## src/wdr_cfg.svh

```systemverilog
// Constants of the watchdog and reset-cause block.
// Function
// - Cause register bits 7:4 read zero
// - Watchdog reset sets bit 3, power-on clears
// - Brown-out sets bit 2, power-on clears
// - Pin reset sets bit 1, power-on clears
// - Power-on sets bit 0, software only clears
// - Time-out sets irq flag, vector/write-one clear
// - Irq request needs global and local enable
// - Fuse and enables select the time-out mode
// - Vector clears enable and flag in combined mode
// - Unserviced first interrupt then resets on next
// - Reset-enable clear or period change needs unlock
// - Unlock clears itself after four cycles
// - Reset enable forced while watchdog cause set
// - Period field sits at bits 5 and 2:0
// - Time-out after 2048 times two-power-code ticks
// - Counter advances on slow oscillator ticks
// - Restart instruction clears the counter
// - Watchdog reset pulse lasts one clock
`ifndef WDR_CFG_SVH
`define WDR_CFG_SVH

// ****************************************************************
// Register map
// ****************************************************************
`define WDR_ADR_CTL      8'h60
`define WDR_ADR_CAUSE    8'h64

// ****************************************************************
// Field positions
// ****************************************************************
`define WDR_CTL_FLAG     7
`define WDR_CTL_IE       6
`define WDR_CTL_P3       5
`define WDR_CTL_UNLOCK   4
`define WDR_CTL_RE       3
`define WDR_CAUSE_DOG    3
`define WDR_CAUSE_BOR    2
`define WDR_CAUSE_PIN    1
`define WDR_CAUSE_POR    0

// ****************************************************************
// Reset values and timing
// ****************************************************************
`define WDR_CTL_RST      8'h00
`define WDR_CAUSE_RST    4'h0
`define WDR_UNLOCK_CYC   2'd3
`define WDR_BASE_TICKS   2048
`define WDR_PERIOD_MAX   4'h9

`endif

```

## src/wdr_pkg.sv

```systemverilog
// Types shared by the watchdog and reset-cause block.
package wdr_pkg;

    typedef enum logic [1:0] {
        WDR_STOP   = 2'b00,
        WDR_IRQ    = 2'b01,
        WDR_RESET  = 2'b10,
        WDR_IRQRST = 2'b11
    } wdr_mode_e;

    typedef logic [3:0] wdr_period_t;

endpackage

```

## src/wdr_counter.sv

```systemverilog
// Watchdog time-out counter running on slow oscillator ticks.
`timescale 1ns/100ps
`default_nettype none
`include "wdr_cfg.svh"
module wdr_counter #(
    parameter int BASE_TICKS = `WDR_BASE_TICKS
) (
    input  wire logic                clk,
    input  wire logic                rst,
    input  wire logic                ce,
    input  wire logic                tick,
    input  wire logic                run,
    input  wire logic                restart,
    input  wire wdr_pkg::wdr_period_t period,
    output logic                     timeout
);
    import wdr_pkg::*;

    logic [19:0] cnt_r;
    logic [19:0] limit;
    wdr_period_t code;

    // Reserved codes behave as the longest period.
    always_comb begin
        code  = (period > `WDR_PERIOD_MAX) ? `WDR_PERIOD_MAX : period;
        limit = 20'((BASE_TICKS << code) - 1);
    end

    // A shorter period may already be passed; it fires at the next tick.
    assign timeout = ce & run & tick & (cnt_r >= limit);

    always_ff @(posedge clk) begin
        if (rst) begin
            cnt_r <= 20'h00000;
        end else if (ce) begin
            if (!run || restart || timeout) begin
                cnt_r <= 20'h00000;
            end else if (tick) begin
                cnt_r <= cnt_r + 20'h00001;
            end
        end
    end

    property p_stop_clear;
        @(posedge clk) disable iff (rst)
        (ce && (!run || restart)) |=> (cnt_r == 20'h00000);
    endproperty
    a_stop_clear: assert property (p_stop_clear)
        else $error("Counter not cleared while stopped or restarted.");

    property p_wrap;
        @(posedge clk) disable iff (rst)
        timeout |-> (cnt_r == limit) || (cnt_r > limit);
    endproperty
    a_wrap: assert property (p_wrap)
        else $error("Time-out fired before the period elapsed.");

endmodule // wdr_counter
`default_nettype wire

```

## src/wdr_unlock.sv

```systemverilog
// Change-unlock window that closes itself after four cycles.
`timescale 1ns/100ps
`default_nettype none
`include "wdr_cfg.svh"
module wdr_unlock (
    input  wire logic clk,
    input  wire logic rst,
    input  wire logic ce,
    input  wire logic open,
    input  wire logic close,
    output logic      active
);
    import wdr_pkg::*;

    logic [1:0] left_r;

    // A second unlock inside the window does not stretch it.
    always_ff @(posedge clk) begin
        if (rst) begin
            active <= 1'b0;
            left_r <= 2'd0;
        end else if (ce) begin
            if (close) begin
                active <= 1'b0;
            end else if (open && !active) begin
                active <= 1'b1;
                left_r <= `WDR_UNLOCK_CYC;
            end else if (active) begin
                if (left_r == 2'd0) begin
                    active <= 1'b0;
                end else begin
                    left_r <= left_r - 2'd1;
                end
            end
        end
    end

    property p_unlock_len;
        @(posedge clk) disable iff (rst)
        ($rose(active) ##0 ce[*4]) |=> !active;
    endproperty
    a_unlock_len: assert property (p_unlock_len)
        else $error("Unlock window stayed open beyond four cycles.");

endmodule // wdr_unlock
`default_nettype wire

```

## src/wdr_top.sv

```systemverilog
// Watchdog timer with its control register and reset-cause register.
`timescale 1ns/100ps
`default_nettype none
`include "wdr_cfg.svh"
module wdr_top #(
    parameter int BASE_TICKS = `WDR_BASE_TICKS
) (
    input  wire logic        REF_CLK,
    input  wire logic        RST,
    input  wire logic        CLK_EN,
    input  wire logic        WB_CYC_I,
    input  wire logic        WB_STB_I,
    input  wire logic        WB_WE_I,
    input  wire logic [7:0]  WB_ADR_I,
    input  wire logic [3:0]  WB_SEL_I,
    input  wire logic [31:0] WB_DAT_I,
    output logic             WB_ACK_O,
    output logic [31:0]      WB_DAT_O,
    input  wire logic        OSC_TICK,
    input  wire logic        RESTART_INSN,
    input  wire logic        CPU_STATUS_GLOBAL_IRQ,
    input  wire logic        IRQ_VECTOR_TAKEN,
    input  wire logic        ALWAYS_ON_FUSE,
    input  wire logic        POWERON_EVENT,
    input  wire logic        BROWNOUT_EVENT,
    input  wire logic        PIN_RESET_EVENT,
    output logic             TIMEOUT_IRQ,
    output logic             SYS_RESET
);
    import wdr_pkg::*;

    // ****************************************************************
    // Address decoding
    // ****************************************************************
    function automatic logic hit(input logic [7:0] adr,
                                 input logic [7:0] off);
        hit = (adr == off);
    endfunction

    logic        req;
    logic        ack_r;
    logic [31:0] dat_r;
    logic        wr_now;
    logic        wr_ctl;
    logic        wr_cause;
    logic [7:0]  wd;
    logic [7:0]  ctl_val;
    logic [7:0]  cause_val;
    logic [31:0] rd_val;

    // ****************************************************************
    // State
    // ****************************************************************
    logic        flag_r;
    logic        ie_r;
    logic        re_r;
    wdr_period_t period_r;
    logic [3:0]  cause_r;
    logic        sys_reset_r;
    logic        unlock;

    logic        fuse_on;
    logic        re_eff;
    logic        ie_eff;
    wdr_mode_e   mode;
    logic        timeout;
    logic        dog_fire;
    logic        flag_set;
    logic        any_rst;
    logic [3:0]  cause_set;
    logic [3:0]  cause_hwclr;

    localparam logic [3:0] CAUSE_RST = `WDR_CAUSE_RST;

    assign req = WB_CYC_I & WB_STB_I;
    assign wd  = WB_DAT_I[7:0];

    // The write lands on the edge that also samples ack, once per access.
    assign wr_now   = CLK_EN & req & WB_WE_I & ack_r & WB_SEL_I[0];
    assign wr_ctl   = wr_now & hit(WB_ADR_I, `WDR_ADR_CTL);
    assign wr_cause = wr_now & hit(WB_ADR_I, `WDR_ADR_CAUSE);

    // ****************************************************************
    // Mode selection
    // ****************************************************************
    // A programmed fuse reads as zero and locks the block in reset mode.
    assign fuse_on = ~ALWAYS_ON_FUSE;
    assign re_eff  = fuse_on | re_r | cause_r[`WDR_CAUSE_DOG];
    assign ie_eff  = ~fuse_on & ie_r;
    assign mode    = wdr_mode_e'({re_eff, ie_eff});

    // In combined mode an unserviced flag turns the next time-out into a
    // reset instead of a second interrupt.
    always_comb begin
        dog_fire = 1'b0;
        flag_set = 1'b0;
        case (mode)
            WDR_IRQ: begin
                flag_set = timeout;
            end
            WDR_RESET: begin
                dog_fire = timeout;
            end
            WDR_IRQRST: begin
                dog_fire = timeout & flag_r;
                flag_set = timeout & ~flag_r;
            end
            default: begin
                dog_fire = 1'b0;
                flag_set = 1'b0;
            end
        endcase
    end

    // Any reset source, the watchdog's own included, restores the control
    // register on the edge that records the cause, but its own reset sets re_r.
    assign any_rst = POWERON_EVENT | BROWNOUT_EVENT | PIN_RESET_EVENT |
                     sys_reset_r;

    // ****************************************************************
    // Counter and unlock window
    // ****************************************************************
    wdr_counter #(
        .BASE_TICKS (BASE_TICKS)
    ) u_counter (
        .clk     (REF_CLK),
        .rst     (RST),
        .ce      (CLK_EN),
        .tick    (OSC_TICK),
        .run     (mode != WDR_STOP),
        .restart (RESTART_INSN),
        .period  (period_r),
        .timeout (timeout)
    );

    wdr_unlock u_unlock (
        .clk    (REF_CLK),
        .rst    (RST),
        .ce     (CLK_EN),
        .open   (wr_ctl & wd[`WDR_CTL_UNLOCK]),
        .close  (any_rst | (wr_ctl & ~wd[`WDR_CTL_UNLOCK])),
        .active (unlock)
    );

    // ****************************************************************
    // Control register
    // ****************************************************************
    always_ff @(posedge REF_CLK) begin
        if (RST) begin
            flag_r <= 1'b0;
        end else if (CLK_EN) begin
            if (any_rst) begin
                flag_r <= 1'b0;
            end else if (flag_set) begin
                flag_r <= 1'b1;
            end else if (IRQ_VECTOR_TAKEN ||
                         (wr_ctl && wd[`WDR_CTL_FLAG])) begin
                flag_r <= 1'b0;
            end
        end
    end

    // The hardware clear on the vector beats a same-cycle write of one.
    always_ff @(posedge REF_CLK) begin
        if (RST) begin
            ie_r <= 1'b0;
        end else if (CLK_EN) begin
            if (any_rst) begin
                ie_r <= 1'b0;
            end else if (IRQ_VECTOR_TAKEN && mode == WDR_IRQRST) begin
                ie_r <= 1'b0;
            end else if (wr_ctl) begin
                ie_r <= wd[`WDR_CTL_IE];
            end
        end
    end

    // Setting reset enable is always allowed; clearing it is guarded.
    always_ff @(posedge REF_CLK) begin
        if (RST) begin
            re_r <= 1'b0;
        end else if (CLK_EN) begin
            if (sys_reset_r) begin
                re_r <= 1'b1;
            end else if (any_rst) begin
                re_r <= 1'b0;
            end else if (wr_ctl) begin
                if (wd[`WDR_CTL_RE]) begin
                    re_r <= 1'b1;
                end else if (unlock && !cause_r[`WDR_CAUSE_DOG]) begin
                    re_r <= 1'b0;
                end
            end
        end
    end

    always_ff @(posedge REF_CLK) begin
        if (RST) begin
            period_r <= 4'h0;
        end else if (CLK_EN) begin
            if (any_rst) begin
                period_r <= 4'h0;
            end else if (wr_ctl && unlock) begin
                period_r <= {wd[`WDR_CTL_P3], wd[2:0]};
            end
        end
    end

    // ****************************************************************
    // Reset pulse and interrupt request
    // ****************************************************************
    always_ff @(posedge REF_CLK) begin
        if (RST) begin
            sys_reset_r <= 1'b0;
        end else if (CLK_EN) begin
            sys_reset_r <= dog_fire;
        end
    end

    assign SYS_RESET   = sys_reset_r;
    assign TIMEOUT_IRQ = flag_r & ie_eff & CPU_STATUS_GLOBAL_IRQ;

    // ****************************************************************
    // Reset-cause register
    // ****************************************************************
    // A new cause beats a software clear in the same cycle.
    assign cause_set   = {sys_reset_r, BROWNOUT_EVENT, PIN_RESET_EVENT,
                          POWERON_EVENT};
    assign cause_hwclr = {POWERON_EVENT, POWERON_EVENT, POWERON_EVENT,
                          1'b0};

    for (genvar i = 0; i < 4; i++) begin : g_cause
        always_ff @(posedge REF_CLK) begin
            if (RST) begin
                cause_r[i] <= CAUSE_RST[i];
            end else if (CLK_EN) begin
                if (cause_set[i]) begin
                    cause_r[i] <= 1'b1;
                end else if (cause_hwclr[i] || (wr_cause && !wd[i])) begin
                    cause_r[i] <= 1'b0;
                end
            end
        end
    end

    // ****************************************************************
    // Wishbone slave
    // ****************************************************************
    assign ctl_val   = {flag_r, ie_eff, period_r[3], unlock, re_eff,
                        period_r[2:0]};
    assign cause_val = {4'h0, cause_r};

    always_comb begin
        if (hit(WB_ADR_I, `WDR_ADR_CTL)) begin
            rd_val = {24'h000000, ctl_val};
        end else if (hit(WB_ADR_I, `WDR_ADR_CAUSE)) begin
            rd_val = {24'h000000, cause_val};
        end else begin
            rd_val = 32'h00000000;
        end
    end

    // Every access, mapped or not, is acknowledged one cycle after it
    // starts; unmapped reads return zero and unmapped writes vanish.
    always_ff @(posedge REF_CLK) begin
        if (RST) begin
            ack_r <= 1'b0;
            dat_r <= 32'h00000000;
        end else if (CLK_EN) begin
            ack_r <= req & ~ack_r;
            if (req && !ack_r && !WB_WE_I) begin
                dat_r <= rd_val;
            end else begin
                dat_r <= 32'h00000000;
            end
        end
    end

    assign WB_ACK_O = ack_r;
    assign WB_DAT_O = dat_r;

    // ****************************************************************
    // Checks
    // ****************************************************************
    property p_cause_upper;
        @(posedge REF_CLK) disable iff (RST)
        (WB_ACK_O && !WB_WE_I && hit(WB_ADR_I, `WDR_ADR_CAUSE))
            |-> (WB_DAT_O[31:4] == 28'h0000000);
    endproperty
    a_cause_upper: assert property (p_cause_upper)
        else $error("Unused cause bits read as non-zero.");

    property p_dog_cause;
        @(posedge REF_CLK) disable iff (RST)
        (CLK_EN && SYS_RESET) |=> cause_r[`WDR_CAUSE_DOG] ##0 re_eff;
    endproperty
    a_dog_cause: assert property (p_dog_cause)
        else $error("Watchdog reset did not record its cause.");

    property p_bor_cause;
        @(posedge REF_CLK) disable iff (RST)
        (CLK_EN && BROWNOUT_EVENT) |=> cause_r[`WDR_CAUSE_BOR];
    endproperty
    a_bor_cause: assert property (p_bor_cause)
        else $error("Brown-out did not record its cause.");

    property p_por_sticky;
        @(posedge REF_CLK) disable iff (RST)
        $fell(cause_r[`WDR_CAUSE_POR]) |-> $past(wr_cause && !wd[0]);
    endproperty
    a_por_sticky: assert property (p_por_sticky)
        else $error("Power-on cause cleared without a software write.");

    property p_re_forced;
        @(posedge REF_CLK) disable iff (RST)
        cause_r[`WDR_CAUSE_DOG] |-> ctl_val[`WDR_CTL_RE];
    endproperty
    a_re_forced: assert property (p_re_forced)
        else $error("Reset enable reads zero while the cause is set.");

    property p_period_locked;
        @(posedge REF_CLK) disable iff (RST)
        (CLK_EN && !unlock && !any_rst) |=> $stable(period_r);
    endproperty
    a_period_locked: assert property (p_period_locked)
        else $error("Period changed outside the unlock window.");

    property p_pulse_one;
        @(posedge REF_CLK) disable iff (RST)
        $rose(SYS_RESET) |=> !SYS_RESET ##1 !SYS_RESET;
    endproperty
    a_pulse_one: assert property (p_pulse_one)
        else $error("Watchdog reset pulse longer than one cycle.");

    property p_second_timeout;
        @(posedge REF_CLK) disable iff (RST)
        (timeout && mode == WDR_IRQRST && flag_r) |=> SYS_RESET;
    endproperty
    a_second_timeout: assert property (p_second_timeout)
        else $error("Unserviced interrupt did not lead to a reset.");

    property p_vector_clear;
        @(posedge REF_CLK) disable iff (RST)
        (CLK_EN && IRQ_VECTOR_TAKEN && mode == WDR_IRQRST && !timeout &&
         !any_rst) |=> (!ie_r && !flag_r);
    endproperty
    a_vector_clear: assert property (p_vector_clear)
        else $error("Vector did not drop enable and flag.");

    property p_irq_gate;
        @(posedge REF_CLK) disable iff (RST)
        TIMEOUT_IRQ |-> (ctl_val[7:6] == 2'b11) && CPU_STATUS_GLOBAL_IRQ;
    endproperty
    a_irq_gate: assert property (p_irq_gate)
        else $error("Interrupt requested without both enables.");

endmodule // wdr_top
`default_nettype wire

```

## config.mk

```make
export PLATFORM = sky130hd
export DESIGN_NAME = wdr_top
export DESIGN_NICKNAME = d
export VERILOG_FILES = /design/src/wdr_pkg.sv /design/src/wdr_counter.sv /design/src/wdr_unlock.sv /design/src/wdr_top.sv
export VERILOG_INCLUDE_DIRS = /design/src /design/src/src
export SDC_FILE = /design/constraint.sdc
export NUM_CORES = 1
export LEC_CHECK = 0
export ABC_AREA = 1
export BUFFER_PORTS_ARGS = -buffer_cell sky130_fd_sc_hd__buf_2
export CAP_MARGIN = 5
export CORE_MARGIN = 2
export CORE_UTILIZATION = 40
export DETAILED_ROUTE_END_ITERATION = 16
export GPL_TIMING_DRIVEN = 0
export MAX_ROUTING_LAYER = met4
export PLACE_DENSITY = 0.67
export SLEW_MARGIN = 20
export SYNTH_ARGS = -nofsm -noshare
export SYNTH_HDL_FRONTEND = slang
export SYNTH_HIERARCHICAL = 1
export SYNTH_SLANG_ARGS = --single-unit
```

## constraint.sdc

```tcl
create_clock -name REF_CLK -period 3.1 [get_ports REF_CLK]
set_clock_uncertainty 0.1 [all_clocks]
set_input_delay 0.775 -clock REF_CLK [delete_from_list [all_inputs] [get_ports REF_CLK]]
set_output_delay 0.775 -clock REF_CLK [all_outputs]
set_load 0.02 [all_outputs]
```

# Word level (Yosys, flattened, before mapping)
# Cells that the tools add are included.
# Widths: inputs -> output; s select.
totals:
  reg_bits: 68
  latch_bits: 0
  ram_bits: 0
  mem_bits_ro: 0
  inputBits: 58
  output_inout_bits: 35
  n_memories: 0
op_classes:
  n_addsub: 3
  multipliers: 0
  n_div: 0
  magnitude_cmp: 2
  n_eq_ne: 6
  n_shift: 1
  n_mux: 36
  bitwise: 29
  reduce_logical: 49
op_table:
  columns: ["op", "n"]
  rows:
  - ["$mux 20", 2]
  - ["$mux 32", 1]
  - ["$mux 1", 23]
  - ["$add 20x1->20 const B", 1]
  - ["$ge 20x20->1", 1]
  - ["$shl 12x4->20 const A", 1]
  - ["$sub 20x2->20 const B", 1]
  - ["$and 1x1->1", 18]
  - ["$eq 8x7->1 const B", 2]
  - ["$mux 4", 4]
  - ["$reduce_and 2->1", 8]
  - ["$reduce_bool 2->1", 8]
  - ["$logic_and 1x1->1", 11]
  - ["$logic_not 1->1", 9]
  - ["$reduce_bool 3->1", 3]
  - ["$mux 8", 1]
  - ["$logic_or 1x1->1", 6]
  - ["$mux 2", 3]
  - ["$or 1x1->1", 6]
  - ["$not 1->1", 5]
  - ["$eq 2x2->1 const B", 2]
  - ["$gt 4x4->1 const B", 1]
  - ["$pmux 1 s2", 2]
  - ["$reduce_and 4->1", 1]
  - ["6 further kinds", 6]

# Depth between registers and ports, before layout
depth:
  depth_word: 11
  ltp_mapped: 19
  ltp_nobuf: 19

# Modules after synthesis
# Netlist, hierarchy kept.
modules_own_cells:
  columns: ["mod", "n_inst", "cells_per_inst", "area_per_inst_um2", "seq_area_each_um2"]
  rows:
  - ["wdr_counter", 1, 199, 1356.3, 400.4]
  - ["wdr_top", 1, 200, 1270.0, 420.4]
  - ["wdr_unlock", 1, 26, 180.2, 60.1]

# Worst setup path after synthesis
# No wires, ideal clock.
synth_timing:
  kind: "reg2reg"
  start: "register period_r[3]"
  end: "register u_counter.cnt_r[2]"
  arrival_time_ps: 2200
  slack_ps: 683
  path_stages_with_launch: 20
  synth_period_minus_slack_ps: 2417
  path_cell_list: "dfxtp_1 -> inv_1 -> nand3_1 -> ha_1 -> nand2_1 -> a21oi_1 -> xor2_1 -> ha_1 -> nand2_1 -> nor2_1 -> nand2_1 -> nor2_1 -> nand2_1 -> nand3_1 -> nand2_1 -> nand2_1 -> nand2_1 -> nand2_1 -> buf_6 -> nor2_1"
synth_between:
  elab_chain_len: 9
  word_cells_on_any_way: 10
  cone_classes: "add/sub: 1; order compare: 2; shift: 1; mux: 2; bitwise: 1; reduce/logical: 3"
synth_rtl:
  columns: ["element", "line", "text"]
  rows:
  - ["start, declared", "wdr_top.sv:57", "wdr_period_t period_r;"]
  - ["start signal, assigned", "wdr_top.sv:204", "period_r <= {wd[`WDR_CTL_P3], wd[2:0]};"]
  - ["$gt 4x4->1 (no line)", null, null]
  - ["$mux 4 (*)", "wdr_counter.sv:25", "code = (period > `WDR_PERIOD_MAX) ? `WDR_PERIOD_MAX : period;"]
  - ["$shl 12x4->20 (*)", "wdr_counter.sv:26", "limit = 20'((BASE_TICKS << code) - 1);"]
  - ["$sub 20x2->20 (*)", "wdr_counter.sv:26", null]
  - ["$ge 20x20->1 (*)", "wdr_counter.sv:30", "assign timeout = ce & run & tick & (cnt_r >= limit);"]
  - ["$and 1x1->1 (*)", "wdr_counter.sv:30", null]
  - ["$logic_or 1x1->1 (*)", "wdr_counter.sv:36", "if (!run || restart || timeout) begin"]
  - ["$reduce_bool 2->1 (no line)", null, null]
  - ["$reduce_and 2->1 (no line)", null, null]
  - ["end signal, assigned", "wdr_counter.sv:39", "cnt_r <= cnt_r + 20'h00001;"]
  - ["end, declared", "wdr_counter.sv:19", "logic [19:0] cnt_r;"]
# Every way passes the cells marked *; elsewhere a longest branch is shown, timed or not.
# A chain may end at the register's enable or synchronous reset.

# Final worst setup path
layout_timing:
  start: "register period_r[2]"
  end: "register sys_reset_r (netlist: SYS_RESET)"
layout_between:
  elab_chain_len: 8
layout_rtl:
  columns: ["element", "line", "text"]
  rows:
  - ["$gt 4x4->1 (no line)", null, null]
  - ["$mux 4 (*)", "wdr_counter.sv:25", null]
  - ["$shl 12x4->20 (*)", "wdr_counter.sv:26", null]
  - ["$sub 20x2->20 (*)", "wdr_counter.sv:26", null]
  - ["$ge 20x20->1 (*)", "wdr_counter.sv:30", null]
  - ["$and 1x1->1 (*)", "wdr_counter.sv:30", null]
  - ["net timeout", "wdr_top.sv:66", "logic timeout;"]
  - ["$and 1x1->1", "wdr_top.sv:105", "dog_fire = timeout & flag_r;"]
  - ["$pmux 1 s2 (*)", "wdr_top.sv:97", "case (mode)"]
  - ["end signal, assigned", "wdr_top.sv:216", "sys_reset_r <= dog_fire;"]
  - ["end, declared", "wdr_top.sv:59", "logic sys_reset_r;"]
# The timed path passes the listed nets; every way through them passes the cells marked *.

==> impl_metrics.yaml <==
floorplanning:
  initial_core_util: 0.413
  die_h_um: 87.8
  rows: 30
  core_area_mm2: 0.00679
  die_area_mm2: 0.00770
  die_w_um: 87.8
  ioPinCount: 93
timing:
  rsz0062_at_grt: "false"
  slew_viol_final: 0
  setup_tns_ps: 0
  max_freq_mhz: 371
  period_share: 0.871
  hold_viol: 0
  max_slew.worst_pin.slew_ps: 560
  setup_viol: 0
  slew_headroom: 0.625
  timing.final.crit_period_ps: 2700
finish:
  nets: 566
  areaGrowthSynthToFinish_pct: 19.3
  nFillCells: 703
  drive_gt1_frac: 0.195
  n_antenna_cell: 0
  stdcell_count: 593
synthesis:
  synth-edff-count: 0
  synth-async-reset-ratio: 0
  ys_seq_area_frac: 0.314
  synth_common_cells: "nand2_1 (107), nor2_1 (56), inv_1 (54)"
  ys_types: 30
  synth_top_area_frac: 0.314
  synth.avg_cell_area_um2: 6.60
  synth_cells: 425
  synthTopCellsByArea: "dfxtp_1 (31%), nand2_1 (14%), nor2_1 (7.5%)"
  syn_area_mm2: 0.00281
  yosysMostFrequentCell: "nand2_1"
  synthFlopType: "dfxtp_1"
  ys_warn_count: 6
  ys_ff_latch: 44
  yosys.area.top_type: "dfxtp_1"
global_routing:
  grt_start_max_net_pins: 14
  grt_pass1_wl_um: 10300
  antenna_found_initial: 0
  grt_overflow: 0
  grtUsageTotal: 0.174
  grt_pass1_vias: 2374
critical_path:
  worstSetupPathType: "register to register"
  cp_max_fo: 7
  critPathTopFamily: "simple AND/OR/NAND/NOR gates"
  arrival_ps: 2840
  path_buf_inv: 1
  required_ps: 3240
  crit_top_cell: "nand2_1"
  critPathMaxStageDelay_ps: 370
  crit_chain: "nor2_1 > nand3_1 > ha_1 > nand2_1 > a21oi_1 > xor2_1 > ha_1 > nand2_1 > nor2_2 > nand2_1 > nor2_1 > nand2_1 > nand3_1 > nand2_1 > inv_1 > nand2_1 > nor2_1 > o21ai_0 > a21oi_1"
  end_kind: "register"
  critPathSlowestCell: "dfxtp_1"
  critical_path_depth: 19
  setup.worst_path.start_class: "register"
  ff2ff_path_depth: 19
route:
  initialDrtViolationCount: 88
  wl_met2_um: 2910
  routedWlPerCell_um: 10.5
  drt-pass1-iter-count: 5
  totalWireLength_um: 6240
  m1WireLength_um: 2970
  drc: 0
  num_vias: 2688
  top_layer: "met4"
  postRouteAntennaNets: 0
  vias_per_cell: 4.53
  wl_met3_um: 262
hold_path:
  hold_depth: 2
  hp-class: "register to register"
pwr:
  p_leak_nw: 1.61
  power_frac_comb: 0.166
  switching_share: 0.266
  irDropWorstVdd_v: 0.000255
  power_density_mw_per_mm2: 384
  pwr-share-seq: 0.456
  intPower_uw: 943
  p_sw_uw: 342
  p_clk_frac: 0.378
  total_power_mw: 1.28
clock_network:
  cts_max_level: 2
  clock_latency_ps: 300
  path_clk_slew_ps: 90
  ctsHoldBuffers: 0
  cts_root_buffer: "clkbuf_8"
  numCtsBuffers: 5
  clkSinkCount: 44
  cts_buffer_depth: 2
  cts_tree: "yes"
place:
  post-dp-hpwl_um: 4890
  portBuffers: 41
  placedCellCount: 585
  finalWeightedCongestion: 0.940
run_status:
  status: "finished, final reports clean"
run:
  maxCapViolations: 0
power groups by stage:
stage	logic (mW)	registers [mW]	clock network [mW]
finish	0.213	0.586	0.486
CTS	0.212	0.586	0.493
detailed placement	0.210	0.599	0
global route	0.240	0.588	0.514
global placement	0.206	0.599	0
floorplan	0.158	0.597	0
worst register-to-register path, stage by stage, from the launching register on:
cell,delay [ps]
dfxtp_1,370
nor2_1,160
nand3_1,120
ha_1,230
nand2_1,110
a21oi_1,60
xor2_1,150
ha_1,290
nand2_1,60
nor2_2,130
nand2_1,70
nor2_1,80
nand2_1,50
nand3_1,100
nand2_1,70
inv_1,100
nand2_1,80
nor2_1,120
o21ai_0,90
a21oi_1,120
metrics by stage:
step | utilization | area, µm² | setup slack (ps) | hold WS [ps]
finish | 0.493 | 3350 | 401 | 364
global route | 0.493 | 3350 | 49.4 | 378
CTS | 0.492 | 3340 | 235 | 365
detailed placement | 0.474 | 3220 | 253 | 352
global placement | 0.474 | 3220 | 308 | 350
floorplan | - | 2890 | 683 | 337
worst paths after layout:
check                           startpoint                        to  slack, ps
setup / recovery  period_r[2]$_SDFFE_PP0P_    SYS_RESET$_SDFFE_PP0P_        400
hold / removal    WB_DAT_O[1]$_SDFFE_PP0P_  WB_DAT_O[1]$_SDFFE_PP0P_        360
setup reg to reg  period_r[2]$_SDFFE_PP0P_    SYS_RESET$_SDFFE_PP0P_        400
hold reg to reg   WB_DAT_O[1]$_SDFFE_PP0P_  WB_DAT_O[1]$_SDFFE_PP0P_        360
state kept, by name (all words and copies together) (netlist names):
register	cells
u_counter/cnt_r	20
WB_DAT_O	8
cause_r	4
period_r	4
u_unlock/left_r	2
SYS_RESET	1
WB_ACK_O	1
flag_r	1
ie_r	1
re_r	1
u_unlock/active	1
area by class of cell:
type	count	area (µm²)	area share
clock inverter	1	30.0	0.00897
buffer	29	214	0.0639
inverter	57	214	0.0639
timing repair buffer	41	205	0.0613
multi-input combinational	318	1590	0.474
sequential	44	883	0.264
tap	96	120	0.0359
clock buffer	7	96.3	0.0288
kinds of logic (layout without fill, tap and decap cells):
group                      after synthesis  count (layout)  share of synthesized area
xor gates and xnor gates                18              18                     0.0562
muxes                                    1               1                    0.00357
buffers and inverters                   86             135                      0.152
other                                    1              24                    0.00134
DFF                                     44              44                      0.314
AOI/OAI and AO/OA                       41              41                     0.0776
and+or+nand+nor                        222             222                      0.342
adders and majority gates               12              12                     0.0535
cell usage in the layout (no fill, tap or decap), types with 9 or more instances in the layout:
cell / instances
nand2_1: 107
a21oi_1: 27
buf_2: 41
nor2_1: 55
conb_1: 24
nand3_1: 33
buf_4: 24
o21ai_0: 9
ha_1: 12
dfxtp_1: 42
inv_1: 54
xor2_1: 11
layer usage:
| metal | track usage | vias up |
|---|---|---|
| met5 | - | - |
| met4 | 0.0615 | 0 |
| met3 | 0.0264 | 9 |
| met2 | 0.283 | 62 |
| met1 | 0.218 | 1194 |
| li1 | - | 1423 |
what timing repair did:
item	CTS	global route
buffers inserted	0	0
endpoints found under the setup margin	0	6
resized for setup	0	3
(Power assumes the default switching activity.)
